[config.mk]
export PLATFORM = sky130hd
export DESIGN_NAME = msd_top
export DESIGN_NICKNAME = d
export VERILOG_FILES = /design/src/verilog/msd_pkg.sv /design/src/verilog/msd_route_if.sv /design/src/verilog/msd_route_reg.sv /design/src/verilog/msd_top.sv
export VERILOG_INCLUDE_DIRS = /design/src /design/src/verilog
export SDC_FILE = /design/constraint.sdc
export NUM_CORES = 1
export LEC_CHECK = 0
export CAP_MARGIN = 20
export CORE_ASPECT_RATIO = 1.1
export CORE_MARGIN = 2
export CORE_UTILIZATION = 35
export CTS_BUF_LIST = sky130_fd_sc_hd__clkbuf_4 sky130_fd_sc_hd__clkbuf_8 sky130_fd_sc_hd__clkbuf_16
export CTS_CLUSTER_DIAMETER = 40
export DETAILED_ROUTE_END_ITERATION = 10
export DONT_BUFFER_PORTS = 1
export GPL_TIMING_DRIVEN = 1
export SYNTH_ARGS = -nofsm -noshare
export SYNTH_HDL_FRONTEND = slang
export SYNTH_HIERARCHICAL = 1
export SYNTH_SLANG_ARGS = --single-unit
[constraint.sdc]
create_clock -name clk_i -period 0.9 [get_ports clk_i]
set_input_delay 0.135 -clock clk_i [delete_from_list [all_inputs] [get_ports clk_i]]
set_output_delay 0.135 -clock clk_i [all_outputs]
set_load 0.03 [all_outputs]
[src/verilog/msd_cfg.svh]
// Constants for the memory space decoder: address limits and the unimplemented-bit reset value.
// Assumes inclusion by bare name from the package and modules.
// Notes on behaviour
// [R1] Direct or indirect accesses to 00H-7FH hit the lower data RAM.
// [R2] The indirect space covers 256 bytes, 00H-FFH, register-indirect only.
// [R3] Indirect 00H-7FH share lower RAM; indirect 80H-FFH hit upper RAM.
// [R4] Special function registers are reached by direct addressing only.
// [R5] Direct 80H and up go to the SFR space, indirect there to upper RAM.
// [R6] The external move decodes a 64 kB space, from the pointer or R0/R1.
// [R7] On-chip auxiliary RAM is 256, 768 or 1792 bytes by variant.
// [R8] A 64 kB code space is read by fetch and code reads; 16/32/64 kB on chip.
// [R9] Expanded RAM is reachable only with the select bit set and a move.
// [R10] Expanded RAM occupies auxiliary addresses from 000H to its top.
// [R11] With the select bit set, moves beyond on-chip RAM go off chip.
// [R12] With the select bit clear, every external move goes off chip.
// [R13] Software keeps the stack within the 256-byte internal RAM.
// [R14] Unimplemented SFR bits read unknown; their reset value is zero.
// [R15] Software avoids writing ones to unimplemented SFR bits.
`ifndef MSD_CFG_SVH
`define MSD_CFG_SVH
// ****************************************
// Address limits and unimplemented-bit reset value
// ****************************************
`define MSD_LOW_TOP       8'h7F
`define MSD_SFR_BASE      8'h80
`define MSD_AUX_TOP_V0    16'h00FF
`define MSD_AUX_TOP_V1    16'h02FF
`define MSD_AUX_TOP_V2    16'h06FF
`define MSD_CODE_TOP_V0   16'h3FFF
`define MSD_CODE_TOP_V1   16'h7FFF
`define MSD_CODE_TOP_V2   16'hFFFF
`define MSD_UNIMP_RESET   8'h00
`endif

[src/verilog/msd_pkg.sv]
// Types shared by the memory space decoder modules.
// Assumes the constants header is on the include path.
package msd_pkg;
    `include "msd_cfg.svh"
    // ****************************************
    // Types
    // ****************************************
    typedef enum logic [2:0] {
        MSD_SP_NONE  = 3'h0,
        MSD_SP_LOW   = 3'h1,
        MSD_SP_UPPER = 3'h2,
        MSD_SP_SFR   = 3'h3,
        MSD_SP_XINT  = 3'h4,
        MSD_SP_XEXT  = 3'h5,
        MSD_SP_CINT  = 3'h6,
        MSD_SP_CEXT  = 3'h7
    } msd_space_type;
    typedef enum logic [2:0] {
        MSD_AM_DIRECT   = 3'h0,
        MSD_AM_INDIRECT = 3'h1,
        MSD_AM_XMOVE    = 3'h2,
        MSD_AM_CODE     = 3'h3,
        MSD_AM_FETCH    = 3'h4
    } msd_mode_type;
    typedef enum logic [1:0] {
        MSD_ST_IDLE = 2'b00,
        MSD_ST_HOLD = 2'b01
    } msd_state_type;
endpackage

[src/verilog/msd_route_if.sv]
// Carries one decoded access between the decoder and its output stage.
// Assumes a single clock domain.
`timescale 1ns/1ps
interface msd_route_if;
    import msd_pkg::*;
    logic          valid;
    msd_space_type space;
    logic [15:0]   addr;
    logic          write;
    modport src (output valid, output space, output addr, output write);
    modport dst (input valid, input space, input addr, input write);
endinterface

[src/verilog/msd_route_reg.sv]
// Output register stage for decoded accesses.
// Assumes inputs synchronous to clk_i.
`timescale 1ns/1ps
module msd_route_reg
    import msd_pkg::*;
(
    input  wire logic   clk_i,
    input  wire logic   rst_b_i,
    msd_route_if.dst    rt,
    output logic        valid_o,
    output logic [2:0]  space_o,
    output logic [15:0] addr_o,
    output logic        write_o
);
    // ****************************************
    // Registered outputs
    // ****************************************
    always_ff @(posedge clk_i or negedge rst_b_i) begin
        if (!rst_b_i) begin
            valid_o <= 1'b0;
            space_o <= 3'h0;
            addr_o  <= 16'h0000;
            write_o <= 1'b0;
        end else begin
            valid_o <= rt.valid;
            space_o <= rt.space;
            addr_o  <= rt.addr;
            write_o <= rt.write;
        end
    end
endmodule

[src/verilog/msd_top.sv]
// Memory space decoder top: steers each CPU access to its space.
// Assumes the CPU presents one access per cycle on req_i.
`timescale 1ns/1ps
`include "msd_cfg.svh"
module msd_top
    import msd_pkg::*;
#(
    parameter logic [1:0] VARIANT = 2'd0
)
(
    input  wire logic   clk_i,
    input  wire logic   rst_b_i,
    input  wire logic   req_i,
    input  wire logic   write_i,
    input  wire logic [2:0]  mode_i,
    input  wire logic [15:0] addr_i,
    input  wire logic   aux_ram_select_i,
    input  wire logic   code_ext_only_i,
    output logic        valid_o,
    output logic [2:0]  space_o,
    output logic [15:0] addr_o,
    output logic        write_o,
    output logic [7:0]  unimp_bits_o
);
    // ****************************************
    // Variant limits
    // ****************************************
    function automatic logic [15:0] aux_top(input logic [1:0] v);
        case (v)
            2'd1:    aux_top = `MSD_AUX_TOP_V1;
            2'd2:    aux_top = `MSD_AUX_TOP_V2;
            default: aux_top = `MSD_AUX_TOP_V0;
        endcase
    endfunction
    function automatic logic [15:0] code_top(input logic [1:0] v);
        case (v)
            2'd1:    code_top = `MSD_CODE_TOP_V1;
            2'd2:    code_top = `MSD_CODE_TOP_V2;
            default: code_top = `MSD_CODE_TOP_V0;
        endcase
    endfunction

    wire logic [15:0] aux_lim  = aux_top(VARIANT);   // [R7]
    wire logic [15:0] code_lim = code_top(VARIANT);  // [R8]

    // ****************************************
    // Decode
    // ****************************************
    wire logic [7:0] low_addr   = addr_i[7:0];
    wire logic       above_low  = low_addr >= `MSD_SFR_BASE;
    wire logic       aux_inside = addr_i <= aux_lim;
    wire logic       code_in    = !code_ext_only_i && (addr_i <= code_lim);
    // Direct: low RAM, else SFR space
    wire msd_space_type dir_sp  = above_low ? MSD_SP_SFR    // [R4] [R5]
                                            : MSD_SP_LOW;   // [R1]
    // Indirect: never SFR; upper half is separate upper RAM
    wire msd_space_type ind_sp  = above_low ? MSD_SP_UPPER  // [R2] [R3] [R5]
                                            : MSD_SP_LOW;   // [R1] [R3]
    // External move over 64 kB
    wire logic xint = aux_ram_select_i && aux_inside;      // [R9] [R10]
    wire msd_space_type xmv_sp  = xint ? MSD_SP_XINT        // [R6]
                                       : MSD_SP_XEXT;       // [R11] [R12]
    wire msd_space_type code_sp = code_in ? MSD_SP_CINT     // [R8]
                                          : MSD_SP_CEXT;
    msd_space_type sel_sp;
    always_comb begin
        case (msd_mode_type'(mode_i))
            MSD_AM_DIRECT:   sel_sp = dir_sp;
            MSD_AM_INDIRECT: sel_sp = ind_sp;
            MSD_AM_XMOVE:    sel_sp = xmv_sp;
            MSD_AM_CODE:     sel_sp = code_sp;
            MSD_AM_FETCH:    sel_sp = code_sp;
            default:         sel_sp = MSD_SP_NONE;
        endcase
    end
    wire logic mode_ok = sel_sp != MSD_SP_NONE;
    wire logic wr_ok   = write_i && (mode_i != MSD_AM_CODE)
                         && (mode_i != MSD_AM_FETCH);
    // Internal data spaces carry an 8-bit address
    wire logic narrow  = (mode_i == MSD_AM_DIRECT)
                         || (mode_i == MSD_AM_INDIRECT);
    wire logic [15:0] fwd_addr = narrow ? {8'h00, low_addr} : addr_i;

    // ****************************************
    // State
    // ****************************************
    msd_state_type state_r;
    msd_state_type state_nxt;
    always_comb begin
        case (state_r)
            MSD_ST_IDLE: state_nxt = (req_i && mode_ok) ? MSD_ST_HOLD
                                                        : MSD_ST_IDLE;
            MSD_ST_HOLD: state_nxt = (req_i && mode_ok) ? MSD_ST_HOLD
                                                        : MSD_ST_IDLE;
            default:     state_nxt = MSD_ST_IDLE;
        endcase
    end
    always_ff @(posedge clk_i or negedge rst_b_i) begin
        if (!rst_b_i) begin
            state_r <= MSD_ST_IDLE;
        end else begin
            state_r <= state_nxt;
        end
    end

    // ****************************************
    // Output stage
    // ****************************************
    msd_route_if rt ();
    assign rt.valid = req_i && mode_ok;
    assign rt.space = req_i ? sel_sp : MSD_SP_NONE;
    assign rt.addr  = req_i ? fwd_addr : 16'h0000;
    assign rt.write = req_i && mode_ok && wr_ok;

    msd_route_reg u_reg (
        .clk_i   (clk_i),
        .rst_b_i (rst_b_i),
        .rt      (rt),
        .valid_o (valid_o),
        .space_o (space_o),
        .addr_o  (addr_o),
        .write_o (write_o)
    );

    // Unimplemented SFR bit value; read as zero here
    assign unimp_bits_o = `MSD_UNIMP_RESET;  // [R14]
endmodule

==> results by group, run 1 <==
Run status
  – Outcome: finished, violations left
  – Failing checks: hold timing, setup timing

GRT
  – First-pass GRT wire length: ~2800 um
  – Initial antenna violation count: 0
  – Total gr overflow: 0
  – Largest net degree at the start of global routing: 22
  – Vias in the first global route: between 500 and 600
  – All-layer global routing usage: between 10% and 20%

Finish
  – Fillers: roughly 220
  – Commonest non-fill, non-tap cell in the layout: dfrtp_2
  – Share of cells above drive strength 1: 28.9%
  – Area delta synth->final: 30.1%
  – Ant diodes: 0
  – Final nets: roughly 120
  – Most frequent cells in the layout: 21 x dfrtp_2, 20 x dlygate4sd3_1, 17 x and2_1, 8 x conb_1, 4 x clkbuf_4

Route
  – Vias: 544
  – Drc violations: 0
  – DRT Pass-1 Iters: 3
  – Routed Antenna Nets: 0
  – Total length of routed wires: 1700 um
  – DR WL/cell: approximately 14 um
  – DR iter-0 viols: 6
  – Vias per cell: between 4 and 5

Floorplanning
  – Die height: 55.8 um
  – # rows: 18
  – Placeable Area: about 2300 um^2
  – Die W: slightly above 50 um
  – Ports: 54
  – Initial Utilization: 37.5%
  – Die area: about 2800 um^2

STA
  – Hold slack: -0.476 ns
  – Unrepaired setup endpoints after global routing: true
  – Setup ws final: -0.0166 ns
  – Setup TNS: -0.145 ns
  – Slew Viols, Final: 0
  – Setup violators final: 21
  – Final period utilization: 102%
  – Final min period: roughly 0.92 ns
  – Fin. Hold Viols: 21
  – Max frequency: 1090 MHz

Place
  – Number of port buffers: 0
  – Post-Place Setup Slack: -0.0582 ns
  – GP Congestion: between 0.6 and 0.7

Yosys
  – Largest family of logic cells by synthesized area: simple AND/OR/NAND/NOR gates
  – Synth Area in Simple Gates: between 10% and 20%
  – Count of state elements after synthesis: 21
  – Post-synthesis mux area share: 0%
  – Synth top area cells: dfrtp_1 62%, and2_1 12%, buf_4 7.9%
  – Ys async rst share: 100%
  – Synth Instances: just under 70
  – Top-area cell type share of the netlist area: ~60%
  – Ys flop type: dfrtp_1
  – Cell Area, Synth: around 850 um^2
  – Post-synthesis cell type count: 23
  – Compound-cell area share of the yosys netlist: under 10%
  – Avg Cell Area, Syn: 12.3 um^2
  – Synth warnings: 6
  – Area leader, netlist: dfrtp_1
  – XOR/XNOR Fraction of Synth Area: 0%
  – EDFF count, synth: 0
  – Post-Synth Adder-Cell Area: 0%
  – Seq/Total Area, Yosys: 61.7%

Clock network
  – CTS Buffer Depth: 2
  – Root Driver: clkbuf_4
  – Num CTS Buffers: 3
  – Post-CTS Setup Inserts: 0
  – H-tree levels: 1
  – Post-CTS Hold Fix Bufs: 21
  – Clock transition at the registers of the reported paths: roughly 0.10 ns
  – Total clock sinks: 21
  – CTS tree: yes

Power and ir drop
  – VDD IR max: between 0.6 and 0.7 mV
  – PD cells: 1590 nW/um^2
  – LEAKAGE: 0.480 nW

Min path
  – Worst min path class: input pin to async pin

Worst setup path
  – CP Class: flop to primary output
  – CP Data Arrival Time: between 0.7 and 0.8 ns
  – Critical Path Source Type: flop
  – CP max FO: 1
  – Worst path required time: about 0.76 ns
  – CP Capture Type: primary output

Job
  – # Max-Cap Violations: 0
-- cells in the mapped netlist, types with 2 or more instances --
cell type	n
dfrtp_1	21
and2_1	17
buf_4	9
a211oi_1	2
o21a_1	2
-- through the flow --
stage / util [%] / hold WS [ns] / total power (W) / area (um^2) / std cells
detailed placement: 36.9 / -0.160 / 0.00125 / 840 / 95
finish: 48.7 / -0.476 / 0.00177 / 1110 / 120
CTS: 48.6 / -0.482 / 0.00178 / 1110 / 120
floorplan: - / -0.161 / 0.00128 / 888 / 76
global placement: 36.9 / -0.160 / 0.00124 / 840 / 95
global route: 48.7 / -0.498 / 0.00184 / 1110 / 120
-- cell families after synthesis --
kind of cell | count (synthesis)
buffers and inverters | 11
AOI/OAI and AO/OA | 10
and+or+nand+nor | 26
DFF | 21
other | 1
-- cell type report --
cell class              count  area, um^2  share of cell area (%)
clock buffers               4        30.0                    2.71
multi-input cells          44         277                    24.9
flip-flops and latches     21         552                    49.8
well taps                  30        37.5                    3.39
repair buffers             21         213                    19.2
-- state kept, by name (all words and copies together) (netlist names) --
| signal | count |
|---|---|
| u_reg/valid_o | 1 |
| u_reg/space_o | 3 |
| u_reg/write_o | 1 |
| u_reg/addr_o | 16 |
-- repair_timing --
item,CTS,global route
endpoints found under the setup margin,21,24
endpoints found under the hold margin,41,21
resized for setup,21,1
-- layer usage --
| layer | GRT usage (%) | vias to the layer above | wire [um] |
|---|---|---|---|
| li1 | - | 254 | - |
| met1 | 14.0 | 255 | 623 |
| met2 | 22.8 | 33 | 866 |
| met3 | 4.30 | 2 | 187 |
| met4 | 5.79 | 0 | 22 |
| met5 | 0 | - | 0 |
-- where the power goes --
part,switching (W),internal (W)
registers,0.000123,0.00100
logic,0.0000852,0.000103
clock network,0.000252,0.000202
-- worst paths after layout --
| path | startpoint | end | slack [ns] | depth (start not counted) |
|---|---|---|---|---|
| setup / recovery | u_reg/valid_o | valid_o | -0.02 | 0 |
| max in group asynchronous | rst_b_i | u_reg/valid_o | 1.30 | 0 |
| min in group clk_i | mode_i[2] | u_reg/space_o[2] | 0.06 | 2 |
| hold / removal | rst_b_i | u_reg/addr_o[2] | -0.48 | 0 |
Power figures use the tool's default switching activity.
==> inputs of run 2 (changes only) <==
Settings changed: BUFFER_PORTS_ARGS set to -buffer_cell sky130_fd_sc_hd__buf_4, CELL_PAD_IN_SITES_DETAIL_PLACEMENT set to 1, CELL_PAD_IN_SITES_GLOBAL_PLACEMENT set to 1, CORE_UTILIZATION 35 to 32, DONT_BUFFER_PORTS 1 to not set, PLACE_DENSITY_LB_ADDON set to 0.1.
==> results by group, run 2 (synthesized netlist as in run 1, its figures left out) <==
Clock network
  – CTS Buffer Depth: 2
  – H-tree levels: 1
  – Root Driver: clkbuf_4
  – CTS tree: yes
  – Clock transition at the registers of the reported paths: 0.11 ns
  – Total clock sinks: 21
  – Num CTS Buffers: 3
  – Post-CTS Setup Inserts: 0

STA
  – Fin. Hold Viols: 0
  – Max frequency: ~1000 MHz
  – Final period utilization: 109%
  – Unrepaired setup endpoints after global routing: true
  – Setup TNS: -1.20 ns
  – Setup violators final: 21
  – Slew Viols, Final: 0
  – Final min period: just under 1 ns
  – Setup ws final: -0.0798 ns

Worst setup path
  – Crit. Startpoint: u_reg/space_o[2]
  – Max stage delay on crit path: slightly above 0.4 ns
  – CP Capture Type: primary output
  – CP Data Arrival Time: roughly 0.84 ns
  – CP Class: flop to primary output
  – Delay-heaviest family, CP: flip-flops
  – Worst path required time: between 0.7 and 0.8 ns
  – Critical Path Source Type: flop
  – CP max FO: 1
  – CP bufs+invs: 1
  – CP max stage cell: dfrtp_1
  – CP Cell Sequence: buf_6

Finish
  – Ant diodes: 0
  – Commonest non-fill, non-tap cell in the layout: buf_4
  – Multi-input gate area: around 280 um^2
  – Register area: between 500 and 600 um^2
  – Fillers: ~280
  – Share of cells above drive strength 1: about 45%
  – Area delta synth->final: 54.6%
  – Final nets: about 140
  – Top flop regs: u_reg/addr_o x16, u_reg/space_o x3
  – Most frequent cells in the layout: 27 x buf_4, 21 x buf_6, 21 x dfrtp_1, 17 x and2_1, 8 x conb_1
  – Most flops, register: u_reg/addr_o
  – Max reg flops: 16

Job
  – # Max-Cap Violations: 0

Power and ir drop
  – Sw frac: 28.4%
  – Combinational Power Share: between 20% and 30%
  – NetSw: approximately 0.00054 W
  – VDD IR max: around 0.82 mV
  – Seq pwr share: 53.1%
  – PD cells: about 1400 nW/um^2
  – LEAKAGE: approximately 0.67 nW
  – Design Power: between 0.0015 and 0.002 W
  – Int Pwr: 0.00137 W
  – Clock share of power: a little under a quarter

Place
  – Post-DP HPWL: around 1400 um
  – GP Congestion: about 0.73
  – Number of port buffers: 45

Run status
  – Failing checks: setup timing
  – Outcome: finished, violations left

GRT
  – Initial antenna violation count: 0
  – Total gr overflow: 0
  – Largest net degree at the start of global routing: 22
  – Vias in the first global route: 610
  – All-layer global routing usage: 12.2%
  – First-pass GRT wire length: 2690 um

Route
  – Total length of routed wires: roughly 1700 um
  – Vias per cell: roughly 4.3
  – Vias: ~650
  – DR WL/cell: 11.7 um
  – Routed Antenna Nets: 0
  – Drc violations: 0
  – DRT Pass-1 Iters: 3
  – DR iter-0 viols: 4

Floorplanning
  – # rows: 19
  – Placeable Area: about 2500 um^2
  – Initial Utilization: 33.8%
  – Die W: approximately 53 um
  – Die area: about 3100 um^2
  – Ports: 54
  – Die height: roughly 58 um

Min path
  – Hold path start: addr_i[2]
  – Worst min path class: input pin to flop
-- run 2: final cells by class --
| type | count | share of cell area [%] |
|---|---|---|
| clock buffers | 3 | 1.71 |
| clock inverters | 1 | 0.380 |
| multi-input cells | 44 | 21.0 |
| flip-flops and latches | 21 | 39.9 |
| well taps | 31 | 2.94 |
| repair buffers | 49 | 34.1 |
-- run 2: final timing paths --
path,slack (ns),depth (start not counted),endpoint
max,-0.08,1,space_o[2]
min in group asynchronous,0.24,2,u_reg/addr_o[11]
max in group asynchronous,0.45,2,u_reg/addr_o[1]
min,0.04,2,u_reg/addr_o[2]
-- run 2: stage by stage --
stage / hold WS (ns) / cells / util [%] / setup WS, ns / cell area, um^2
floorplan: -0.161 / 76 / - / -0.0121 / 888
global placement: 0.0296 / 144 / 47.7 / -0.132 / 1200
detailed placement: 0.0350 / 144 / 47.7 / -0.149 / 1200
CTS: 0.0289 / 149 / 52.3 / -0.105 / 1320
global route: 0.0142 / 149 / 52.3 / -0.125 / 1320
finish: 0.0427 / 149 / 52.3 / -0.0798 / 1320
-- run 2: metal layers --
layer  vias up  GRT usage (%)  routed length (um)  share of wire [%]
met5         -              0                   0                  0
met4         0           8.79                  45                2.6
met3         4           2.06                 138                7.9
met2        30           20.1                 881                 50
met1       303           13.9                 682                 39
li1        310              -                   -                  -
-- run 2: power by group through the flow --
| stage | sequential [W] | combinational [W] | clock [W] |
|---|---|---|---|
| floorplan | 0.00113 | 0.000149 | 0 |
| global placement | 0.00102 | 0.000426 | 0 |
| detailed placement | 0.00102 | 0.000433 | 0 |
| CTS | 0.00102 | 0.000467 | 0.000472 |
| global route | 0.00102 | 0.000492 | 0.000517 |
| finish | 0.00101 | 0.000460 | 0.000436 |
-- run 2: timing repair --
action                                 4_1_cts  5_1_grt
pin swaps                                    0        0
endpoints found under the hold margin       21        0
hold buffers                                 1        0
setup endpoints to repair                   21       21
resized for setup                           21        0
